--- config.mk ---
export PLATFORM = sky130hd
export DESIGN_NAME = asw_host
export DESIGN_NICKNAME = d
export VERILOG_FILES = /design/src/verilog/asw_pkg.sv /design/src/verilog/asw_host.sv
export VERILOG_INCLUDE_DIRS = /design/src /design/src/verilog
export SDC_FILE = /design/constraint.sdc
export NUM_CORES = 1
export LEC_CHECK = 0
export ABC_AREA = 1
export BUFFER_PORTS_ARGS = -buffer_cell sky130_fd_sc_hd__buf_4
export CAP_MARGIN = 0
export CORE_UTILIZATION = 46
export CTS_CLUSTER_SIZE = 20
export DETAILED_ROUTE_END_ITERATION = 8
export PLACE_DENSITY_LB_ADDON = 0.2
export SLEW_MARGIN = 20
export SYNTH_ARGS = -nofsm -noshare
export SYNTH_HDL_FRONTEND = slang
export SYNTH_SLANG_ARGS = --single-unit
--- constraint.sdc ---
create_clock -name i_clk_sys -period 2.9 [get_ports i_clk_sys]
set_input_delay 0 -clock i_clk_sys [delete_from_list [all_inputs] [get_ports i_clk_sys]]
set_output_delay 0 -clock i_clk_sys [all_outputs]
set_load 0.05 [all_outputs]
--- src/verilog/asw_cfg.svh ---
// asw_cfg.svh: timing counts and widths for the host-side async sram controller.
// assumes a 25 MHz system clock (40 ns period) and the slowest speed grade figures.
//
// Function
// - host holds write address stable a full write cycle, 8/10/12 ns.
// - zero address setup; address valid 8/9/10 ns before write end.
// - host drives write data 4/5/6 ns before terminating edge; zero hold.
// - in select-ended write, select low at least 7/8/9 ns before end.
// - host avoids driving data lines while the memory drives them.
// - host keeps write strobe high throughout any read cycle.
`ifndef ASW_CFG_SVH
`define ASW_CFG_SVH

`define ASW_CLK_PERIOD_PS 40000
`define ASW_ADDR_W 15
`define ASW_DATA_W 8
// slowest grade figures, in ps
`define ASW_T_CYCLE_PS 12000
`define ASW_T_ADDR_END_PS 10000
`define ASW_T_DATA_END_PS 6000
`define ASW_T_SEL_END_PS 9000
`define ASW_T_RELEASE_PS 6000
`define ASW_T_ACCESS_PS 12000
// least times round up, none below one cycle
`define ASW_CYC(ps) (((ps) + `ASW_CLK_PERIOD_PS - 1) / `ASW_CLK_PERIOD_PS)
`define ASW_WR_CYC (`ASW_CYC(`ASW_T_ADDR_END_PS) > 1 ? `ASW_CYC(`ASW_T_ADDR_END_PS) : 1)
`define ASW_RD_CYC (`ASW_CYC(`ASW_T_ACCESS_PS) > 1 ? `ASW_CYC(`ASW_T_ACCESS_PS) : 1)
`define ASW_TURN_CYC (`ASW_CYC(`ASW_T_RELEASE_PS) > 1 ? `ASW_CYC(`ASW_T_RELEASE_PS) : 1)

`endif

--- src/verilog/asw_pkg.sv ---
// asw_pkg.sv: types for the host-side async sram controller.
// assumes asw_cfg.svh is on the include path.
`include "asw_cfg.svh"

package asw_pkg;
	typedef struct packed {
		logic write;
		logic [`ASW_ADDR_W-1:0] addr;
		logic [`ASW_DATA_W-1:0] wdata;
	} asw_req_t;

	typedef struct packed {
		logic chip_sel_n;
		logic wr_strobe_n;
		logic out_gate_n;
		logic [`ASW_ADDR_W-1:0] word_select_lines;
	} asw_pins_t;

	typedef enum logic [2:0] {
		ASW_IDLE,
		ASW_WR_PULSE,
		ASW_WR_END,
		ASW_RD_WAIT,
		ASW_TURN
	} asw_state_t;
endpackage

--- src/verilog/asw_host.sv ---
// asw_host.sv: host controller that drives an asynchronous 32K x 8 static memory.
// assumes requests come from logic on i_clk_sys and the memory pins are wired directly.
`timescale 1ns/1ps
`include "asw_cfg.svh"

module asw_host #(
	parameter int WR_CYC = `ASW_WR_CYC,
	parameter int RD_CYC = `ASW_RD_CYC,
	parameter int TURN_CYC = `ASW_TURN_CYC
) (
	input wire logic i_clk_sys,
	input wire logic i_rst_n,
	input wire logic i_req_valid,
	output logic o_req_ready,
	input wire asw_pkg::asw_req_t i_req,
	output logic o_rd_valid,
	output logic [`ASW_DATA_W-1:0] o_rd_data,
	output asw_pkg::asw_pins_t o_pins,
	input wire logic [`ASW_DATA_W-1:0] i_data_lines,
	output logic [`ASW_DATA_W-1:0] o_data_lines,
	output logic o_data_lines_oe_n
);
	import asw_pkg::*;

	// ==========================================================
	// reset release
	logic rst_meta_r;
	logic rst_sync_r;
	always_ff @(posedge i_clk_sys or negedge i_rst_n) begin
		if (!i_rst_n) begin
			rst_meta_r <= 1'b0;
			rst_sync_r <= 1'b0;
		end else begin
			rst_meta_r <= 1'b1;
			rst_sync_r <= rst_meta_r;
		end
	end

	// ==========================================================
	// data line input synchroniser
	// read data is sampled only after the access time has passed, so the two stages add latency only
	logic [`ASW_DATA_W-1:0] din_meta_r;
	logic [`ASW_DATA_W-1:0] din_sync_r;
	always_ff @(posedge i_clk_sys or negedge rst_sync_r) begin
		if (!rst_sync_r) begin
			din_meta_r <= '0;
			din_sync_r <= '0;
		end else begin
			din_meta_r <= i_data_lines;
			din_sync_r <= din_meta_r;
		end
	end

	// ==========================================================
	// sequencer
	asw_state_t state_r;
	asw_state_t state_nxt;
	logic [7:0] cnt_r;
	logic [7:0] cnt_nxt;
	asw_pins_t pins_r;
	asw_pins_t pins_nxt;
	logic [`ASW_DATA_W-1:0] wdata_r;
	logic [`ASW_DATA_W-1:0] wdata_nxt;
	logic drive_r;
	logic drive_nxt;
	logic rd_valid_r;
	logic rd_valid_nxt;
	logic [`ASW_DATA_W-1:0] rd_data_r;
	logic [`ASW_DATA_W-1:0] rd_data_nxt;

	wire logic cnt_done = (cnt_r == 8'h00);
	wire logic idle = (state_r == ASW_IDLE);
	// two sync stages delay the read sample; wait for them before select and output gate rise
	localparam logic [7:0] RD_LOAD = 8'(RD_CYC + 1);
	localparam logic [7:0] WR_LOAD = 8'(WR_CYC - 1);
	localparam logic [7:0] TURN_LOAD = 8'(TURN_CYC - 1);
	localparam logic [7:0] SYNC_LAT = 8'h02;

	// ==========================================================
	// event decode
	// each conditional sequencer step is named here (the ASW_WR_END exit is unconditional) so the case below only steers
	wire logic take = idle && i_req_valid;
	wire logic wr_take = take && i_req.write;
	wire logic rd_take = take && !i_req.write;
	wire logic wr_pulse_done = (state_r == ASW_WR_PULSE) && cnt_done;
	wire logic rd_wait_done = (state_r == ASW_RD_WAIT) && cnt_done;
	wire logic turn_done = (state_r == ASW_TURN) && cnt_done;

	assign o_req_ready = idle;

	always_comb begin
		state_nxt = state_r;
		cnt_nxt = cnt_r;
		pins_nxt = pins_r;
		wdata_nxt = wdata_r;
		drive_nxt = drive_r;
		rd_valid_nxt = 1'b0;
		rd_data_nxt = rd_data_r;
		if (!cnt_done) begin
			cnt_nxt = cnt_r - 8'h01;
		end
		case (state_r)
			ASW_IDLE: begin
				if (take) begin
					// address, select and strobe move together: zero setup
					pins_nxt.word_select_lines = i_req.addr;
					pins_nxt.chip_sel_n = 1'b0;
					if (wr_take) begin
						// select falls with the strobe so memory outputs stay off
						pins_nxt.wr_strobe_n = 1'b0;
						pins_nxt.out_gate_n = 1'b1;
						wdata_nxt = i_req.wdata;
						drive_nxt = 1'b1;
						cnt_nxt = WR_LOAD;
						state_nxt = ASW_WR_PULSE;
					end else if (rd_take) begin
						pins_nxt.wr_strobe_n = 1'b1;
						pins_nxt.out_gate_n = 1'b0;
						drive_nxt = 1'b0;
						cnt_nxt = RD_LOAD + SYNC_LAT;
						state_nxt = ASW_RD_WAIT;
					end
				end
			end
			ASW_WR_PULSE: begin
				// address, data and select held over the whole pulse
				if (wr_pulse_done) begin
					// select and strobe rise together, ending the write; data held one more cycle
					pins_nxt.chip_sel_n = 1'b1;
					pins_nxt.wr_strobe_n = 1'b1;
					state_nxt = ASW_WR_END;
				end
			end
			ASW_WR_END: begin
				// zero hold is allowed, but releasing one cycle later costs little
				drive_nxt = 1'b0;
				cnt_nxt = TURN_LOAD;
				state_nxt = ASW_TURN;
			end
			ASW_RD_WAIT: begin
				if (rd_wait_done) begin
					rd_data_nxt = din_sync_r;
					rd_valid_nxt = 1'b1;
					pins_nxt.chip_sel_n = 1'b1;
					pins_nxt.out_gate_n = 1'b1;
					cnt_nxt = TURN_LOAD;
					state_nxt = ASW_TURN;
				end
			end
			ASW_TURN: begin
				// memory release time passes before anyone may drive again
				if (turn_done) begin
					state_nxt = ASW_IDLE;
				end
			end
			default: begin
				state_nxt = ASW_IDLE;
			end
		endcase
	end

	// ==========================================================
	// registers
	// one short block per group keeps each reset value next to its register
	always_ff @(posedge i_clk_sys or negedge rst_sync_r) begin
		if (!rst_sync_r) begin
			state_r <= ASW_IDLE;
		end else begin
			state_r <= state_nxt;
		end
	end

	always_ff @(posedge i_clk_sys or negedge rst_sync_r) begin
		if (!rst_sync_r) begin
			cnt_r <= 8'h00;
		end else begin
			cnt_r <= cnt_nxt;
		end
	end

	// strobes come up deasserted so the memory sees no write while reset lasts
	always_ff @(posedge i_clk_sys or negedge rst_sync_r) begin
		if (!rst_sync_r) begin
			pins_r <= '{chip_sel_n: 1'b1, wr_strobe_n: 1'b1, out_gate_n: 1'b1, word_select_lines: '0};
		end else begin
			pins_r <= pins_nxt;
		end
	end

	always_ff @(posedge i_clk_sys or negedge rst_sync_r) begin
		if (!rst_sync_r) begin
			wdata_r <= '0;
		end else begin
			wdata_r <= wdata_nxt;
		end
	end

	// data lines stay released in reset so nothing fights the memory
	always_ff @(posedge i_clk_sys or negedge rst_sync_r) begin
		if (!rst_sync_r) begin
			drive_r <= 1'b0;
		end else begin
			drive_r <= drive_nxt;
		end
	end

	always_ff @(posedge i_clk_sys or negedge rst_sync_r) begin
		if (!rst_sync_r) begin
			rd_valid_r <= 1'b0;
		end else begin
			rd_valid_r <= rd_valid_nxt;
		end
	end

	always_ff @(posedge i_clk_sys or negedge rst_sync_r) begin
		if (!rst_sync_r) begin
			rd_data_r <= '0;
		end else begin
			rd_data_r <= rd_data_nxt;
		end
	end

	// ==========================================================
	// outputs
	assign o_pins = pins_r;
	assign o_data_lines = wdata_r;
	assign o_data_lines_oe_n = ~drive_r;
	assign o_rd_valid = rd_valid_r;
	assign o_rd_data = rd_data_r;
endmodule // asw_host

Word-level counts from Yosys, hierarchy flattened:

Index checks and enable logic that the tools add are counted.

* RAM bits: 0
* ROM bits: 0
* memories: 0
* flip-flop bits (word level): 65
* bits of input ports: 35
* bits in latches: 0

* multiplexer cells: 27
* $lt $le $gt $ge: 0
* shift operators: 0
* multipliers: 0
* add/subtract/negate cells: 1
* equality and inequality tests: 9
* bitwise operators: 1
* reductions and logical operators: 21
* div/mod/pow operators: 0

Operators with widths (number)
* $mux 8: 5
* $pmux 8 s3: 1
* $mux 18: 1
* $mux 3: 6
* $pmux 3 s5: 1
* $reduce_and 4->1: 3
* $logic_not 8->1: 1
* $sub 8x1->8 const B: 1
* $eq 3x2->1 const B: 2
* $logic_and 1x1->1: 6
* $mux 1: 6
* $mux 2: 3
* $ne 2x2->1 const B: 3
* $pmux 1 s2: 3
* $reduce_and 3->1: 2
* $reduce_bool 2->1: 3
* $reduce_and 5->1: 1
* $reduce_and 2->1: 2
* $eq 3x1->1 const B: 1
* $eq 3x3->1 const B: 1
* $logic_not 3->1: 1
* $ne 3x1->1 const B: 1
* $pmux 1 s3: 1
* $reduce_bool 3->1: 1
* 3 further kinds: 3

Longest topological paths before layout:

Gate-level depths: netlist of run 1.

* depth in word-level cells: 7
* gate-level depth with buffers: 9
* mapped depth without buffers: 9

Worst setup path before layout of run 1:

OpenSTA, ideal clock, no wires.

* kind: flip-flop to flip-flop
* start point: reg cnt_r[0]
* end point: reg state_r[0]
* slack: 1.526 ns
* clock period less this slack: 1.374 ns
* cell stages (with the launch flop): 10
* library setup time: 0.120 ns
* path buffers: 0
* arrival time: 1.253 ns
* cells stage by stage: dfrtp_1 > inv_1 > ha_1 > nand2_1 > nor2_8 > inv_1 > o21ai_0 > nand2_1 > nand2_1 > nand2_1

* longest elaborated chain between the ends: 4
* elaborated cells between the ends (all ways): 8
* those cells by class: eq/ne (3); reduce/logical (5)

RTL lines
* from (decl): line asw_host.sv:58 `logic [7:0] cnt_r;`
* from (signal assigned): line asw_host.sv:177 `cnt_r <= cnt_nxt;`
* $logic_not 8->1 *: line asw_host.sv:71 `wire logic cnt_done = (cnt_r == 8'h00);`
* $logic_and 1x1->1 (on tied branches): line asw_host.sv:87, asw_host.sv:85, asw_host.sv:86
* $ne 2x2->1 (no source line)
* $reduce_and 5->1 (no source line) *
* to (signal assigned): line asw_host.sv:169 `state_r <= state_nxt;`
* to (decl): line asw_host.sv:56 `asw_state_t state_r;`

Every way passes the cells marked *; elsewhere a longest branch is shown, timed or not.
A chain may end at the register's enable or synchronous reset.

Worst setup path in the final report of run 1:

* start point: reg state_r[1]
* end point: reg wdata_r[5], in the netlist o_data_lines[5]

* longest elaborated chain between the ends: 4

RTL lines
* $logic_not 3->1 *: line asw_host.sv:72, asw_host.sv:102
* $logic_and 1x1->1: line asw_host.sv:82 `wire logic take = idle && i_req_valid;`
* $logic_and 1x1->1: line asw_host.sv:83 `wire logic wr_take = take && i_req.write;`
* $reduce_and 3->1 (no source line) *
* to (signal assigned): line asw_host.sv:194 `wdata_r <= wdata_nxt;`
* to (decl): line asw_host.sv:62 `` logic [`ASW_DATA_W-1:0] wdata_r; ``

Marks and branches as above.

==> results of run 1 <==
## cells by family (layout without fill, tap and decap cells)
group | Yosys count | after routing
buffers and inverters | 27 | 146
xor gates and xnor gates | 3 | 3
other | 1 | 1
AOI/OAI and AO/OA | 9 | 9
DFF | 65 | 65
adders and majority gates | 2 | 2
and+or+nand+nor | 159 | 159
## cell type report
type                            instances  area (um^2)  area share [%]
Clock inverter                          6         66.3            1.80
Tap cell                               70         87.6            2.38
Sequential cell                        65         1630            44.4
Clock buffer                           10          128            3.47
Timing Repair Buffer                  106          878            23.9
Inverter                               24         92.6            2.52
Multi-Input combinational cell        174          791            21.5
## layout by cell type (no fill, tap or decap), types with 3 or more instances in the layout
cell | Yosys | final
nor3_1 | 4 | 4
clkbuf_8 | 0 | 9
nand2_1 | 122 | 122
dfstp_2 | 3 | 3
nand2_2 | 4 | 4
dlygate4sd3_1 | 0 | 33
a21oi_1 | 4 | 4
nand3_1 | 5 | 5
inv_1 | 20 | 20
buf_4 | 0 | 73
o21ai_0 | 5 | 5
nor2_1 | 15 | 15
nor2_2 | 3 | 3
xor2_1 | 3 | 3
inv_2 | 3 | 3
dfrtp_1 | 62 | 61
## per-stage QoR
step                      area (um^2)  utilization, %  total power, mW  instances  hold WS, ns
after detailed placement         3150            60.5             3.55        406       -0.214
after floorplan                  2530               -             2.95        266       -0.296
after CTS                        3670            70.6             4.34        455       0.0129
after global routing             3670            70.6             4.57        455       0.0301
final                            3670            70.6             4.31        455       0.0189
after global placement           3150            60.5             3.51        406       -0.215
## registers in the layout (all words and copies together) (netlist names), 3 cells and up
| name | flops |
|---|---|
| o_rd_data | 8 |
| state_r | 3 |
| din_meta_r | 8 |
| o_data_lines | 8 |
| o_pins | 18 |
| cnt_r | 8 |
| din_sync_r | 8 |
## power by group through the flow
stage	clock network, mW	logic (mW)	registers (mW)
after floorplan	0	0.761	2.19
after detailed placement	0	2.12	1.43
final	0.752	2.13	1.42
after global placement	0	2.08	1.43
after global routing	0.809	2.31	1.46
after CTS	0.770	2.15	1.42
## how the worst max path moves through the flow
stage / from / to / slack, ns
6_report: state_r[1] / o_data_lines[5] / 1.29
4_1_cts: state_r[0] / o_data_lines[4] / 1.30
2_1_floorplan: rst_sync_r / cnt_r[0] / 0.96
5_1_grt: state_r[1] / o_data_lines[5] / 1.10
3_5_place_dp: state_r[0] / o_data_lines[2] / 1.32
3_3_place_gp: state_r[1] / o_data_lines[5] / 1.37
## critical path: stages, from the launching register on
cell and delay, ns:
dfrtp_1 0.42, inv_1 0.15, nand2_2 0.13, nor2_8 0.26, nand2_2 0.21, inv_1 0.23, nand2_1 0.09, nand2_1 0.06
## per-layer routing
metal,wire [um],up-vias,global-route usage [%]
met5,0,-,0
met4,58,0,8.27
li1,-,1035,-
met3,303,6,6.47
met2,2530,59,32.4
met1,2350,959,25.4
==> reports/metrics.cfg, run 1 <==
[critical_path]
timing.rr.end = o_data_lines[5]
r2r_slack_ns = 1.29
start_kind = flop
arrival_ns = 1.88
crit_type = reg -> reg
path_max_fanout = 19
rr_worst_depth = 7
r2r-start = state_r[1]
required_ns = 3.17
endpoint_kind = flop

[synthesis]
syn_nets = 303
synthTopCellsByCount = 122 x nand2_1, 62 x dfrtp_1, 20 x inv_1
synth_most_common_cell = nand2_1
synth_top_family_by_area = simple AND/OR/NAND/NOR gates
yosys.area_share.simple_pct = 27.2
synth_seq_cells = 65
synth_compound_area_share_pct = 1.78
synthesis.area_mm2 = 0.00253
synth_top_area_cell = dfrtp_1
ys.flop_type = dfrtp_1
netlist_instances = 266
synthAdderAreaFrac_pct = 0.987
synth_xor_area_share_pct = 1.04
synth-edff-count = 0
synth-seq-area-share_pct = 64.3
yosys.cell_types.count = 22
syn_area_per_cell_um2 = 9.53
async_reset_ff_share_pct = 100
synth_mux_area_share_pct = 0
yosysTopAreaCellShare_pct = 61.2
yosysWarnings = 0
synth.area.top_cells = dfrtp_1 61%, nand2_1 18%, dfstp_2 3.1%, inv_1 3.0%, nor2_1 2.2%

[die]
boundaryPins = 72
core_mm2 = 0.00520
dieArea_mm2 = 0.00581
rows = 26
die_width_um = 76.2
dieHeight_um = 76.2
floorplan.initialDensity_pct = 48.7

[cells_and_area]
n_antenna_cell = 0
layout.nets = 417
area_growth_pct = 45.0
drive_above_1_share_pct = 28.3
n_fill_cell = 385

[global_routing]
grt_pass1_vias = 2017
grt_usage_pct = 20.2
grt_overflow = 0
grt_max_degree = 45
antenna_found_initial = 0
grt_pass1_wl_um = 9170

[clock_tree]
ctsHoldBuffers = 33
cts_setup_buffers = 0
cts_buffers = 9
cts_resized = 0
clk_pin_slew_ns = 0.07
cts_max_level = 3
clockRootBuffer = clkbuf_8
clock_path_buffers = 2
tritoncts = built
clock_latency_ns = 0.33
cts_sinks = 65

[pwr]
clkPwrFrac_pct = 17.5
power_density_mw_per_mm2 = 1170
seqPwrFrac_pct = 33.0
p_int_mw = 2.27
ir_drop_uv = 778
power_switching_mw = 2.04
combPwrFrac_pct = 49.5
swShare_pct = 47.3
leakage_nw = 2.02

[worst_hold_path]
min_delay_worst_endpoint = drive_r
hold_path_startpoint = i_req[23]
hold_class = in -> reg
min_path_cells = 3

[routing]
route.detailed.drc = 0
wl_um = 5240
vias = 2059
drtIter0Drc = 104
viasPerCell = 4.53
first_pass_iters = 4
antenna_left = 0
wl_per_cell_um = 11.5

[sta]
rsz0062_at_grt = no
setup_tns_ns = 0
setup_viol = 0
worst_slew_pin_slew_ns = 0.954
fin_ws_ns = 1.29
max_freq_mhz = 621
finalCritPeriodShare_pct = 55.5
clock_skew_ns = 0.00772
slew_viol_final = 0
slew_headroom_pct = 36.4
fin_crit_ns = 1.61
hold_viol = 0

[placement]
place_ws_ns = 1.32
hpwl_um = 3460
finalWeightedCongestion = 0.778
io_buffers = 71

[outcome]
outcome = completed

[job]
maxCapViolCount = 0

No activity file was read; power rests on OpenSTA's default activity.
==> inputs of run 2 (changes only) <==
- clock period: 2.9 -> 1.3 ns (I/O delays scaled with it)
==> run 2 against run 1 <==
Net effect: the flow now finishes with violations (setup timing); via count up 4.4%; die area unchanged; power up 150%; final cell count up 4.2%; clock power rose to 2.5 times the previous value; first-iteration DRC count down 21%; highest routed layer unchanged; largest cell class unchanged.
==> reports/metrics.cfg, run 2 (synthesis results as in run 1) <==
[critical_path]
required_ns = 1.52
crit_type = reg -> reg
timing.rr.end = cnt_r[0]
start_kind = flop
critPathLaunch = cnt_r[3]
crit_end = cnt_r[0]
r2r_slack_ns = -0.01
path_max_fanout = 5
arrival_ns = 1.53
r2r-start = cnt_r[3]
rr_worst_depth = 6
endpoint_kind = flop

[pwr]
ir_drop_uv = 1750
p_total_mw = 10.6
leakage_nw = 2.12
power_density_mw_per_mm2 = 2660

[global_routing]
grt_overflow = 0
grt_usage_pct = 22.0
grt_pass1_vias = 2246
grt_max_degree = 33
antenna_found_initial = 0
grt_pass1_wl_um = 9890

[outcome]
outcome = complete, but fails checks
violations = setup timing

[sta]
max_freq_mhz = 763
slew_viol_final = 0
hold_viol = 0
setup_viol = 2
finalCritPeriodShare_pct = 101
fin_ws_ns = -0.0110
setup_tns_ns = -0.0178
rsz0062_at_grt = yes
fin_crit_ns = 1.31
clock_skew_ns = 0.0101

[routing]
first_pass_iters = 4
drtIter0Drc = 82
vias = 2149
viasPerCell = 4.53
antenna_left = 0
route.detailed.drc = 0
wl_um = 6020
wl_per_cell_um = 12.7

[clock_tree]
clock_latency_ns = 0.33
tritoncts = built
clock_path_buffers = 2
cts_max_level = 3
cts_sinks = 65
cts_buffers = 9
clk_pin_slew_ns = 0.07
clockRootBuffer = clkbuf_8

[job]
maxCapViolCount = 0

[cells_and_area]
layout.nets = 436
area_growth_pct = 56.7
drive_above_1_share_pct = 38.1
largest_reg_flops = 18
n_antenna_cell = 0
post-route-util_pct = 76.3
fin_area_mm2 = 0.00397
final_common_cell = nand2_1
final_cell_mix = 111 x nand2_1, 89 x buf_4, 59 x dfrtp_1, 33 x dlygate4sd3_1, 15 x inv_1

[die]
dieArea_mm2 = 0.00581
rows = 26
core_mm2 = 0.00520
die_width_um = 76.2
floorplan.initialDensity_pct = 48.7
boundaryPins = 72
dieHeight_um = 76.2

[placement]
dpl_cell_area_mm2 = 0.00325
io_buffers = 71
hpwl_um = 3650
finalWeightedCongestion = 0.826

[worst_hold_path]
hold_class = in -> reg

run 2: changes by cell type in the layout (fill, tap and decap cells not counted), sizes merged:
| cell | change |
|---|---|
| buf | +18 |
| bufinv | +1 |
| clkinv | -1 |
| inv | +1 |
run 2: how the worst min path moves through the flow:
stage | start | endpoint | slack, ns | cells after the start
floorplan | i_rst_n | rst_meta_r | -0.30 | 0
global placement | i_rst_n | rst_meta_r | -0.22 | 1
detailed placement | i_rst_n | rst_meta_r | -0.21 | 1
CTS | i_req[23] | cnt_r[2] | 0.02 | 4
global route | i_req[23] | drive_r | 0.05 | 4
finish | i_req[23] | drive_r | 0.05 | 4
run 2: power breakdown:
part	internal, mW	switching, mW	total [mW]
Sequential	2.73	0.419	3.14
Clock	1.09	0.787	1.88
Combinational	1.89	3.67	5.56
run 2: layer usage:
layer	share of wire (%)	GRT usage, %
met1	40	24.9
met2	55	39.5
met3	4.2	5.75
met4	1.3	8.46
met5	0	0
run 2: area by class of cell:
type | instances | area [um^2]
repair inverters | 1 | 6.26
clock inverters | 6 | 91.3
fillers | 371 | 1230
clock buffers | 10 | 128
flip-flops and latches | 65 | 1630
inverters | 24 | 105
well taps | 70 | 87.6
repair buffers | 124 | 1020
multi-input cells | 174 | 900
run 2: worst max-delay path: stages, from the launching register on:
cell and delay (ns):
dfrtp_1 0.40, nor2_2 0.14, nand2_2 0.11, nor2_8 0.20, buf_4 0.14, xor2_1 0.16, nor2_1 0.06
run 2: repair_timing:
action | 4_1_cts | 5_1_grt
pin swaps | 7 | 6
gates resized for setup | 19 | 23
cloned | 1 | 1
hold buffers | 33 | 0
endpoints found under the hold margin | 33 | 0
setup endpoints to repair | 19 | 37
setup buffers | 2 | 3
run 2: through the flow:
stage / setup WS, ns / hold slack [ns] / cells
floorplan: -0.000618 / -0.296 / 266
global placement: -0.0262 / -0.216 / 418
detailed placement: -0.0737 / -0.215 / 418
CTS: -0.0105 / 0.0231 / 470
global route: -0.126 / 0.0550 / 474
finish: -0.0110 / 0.0490 / 474
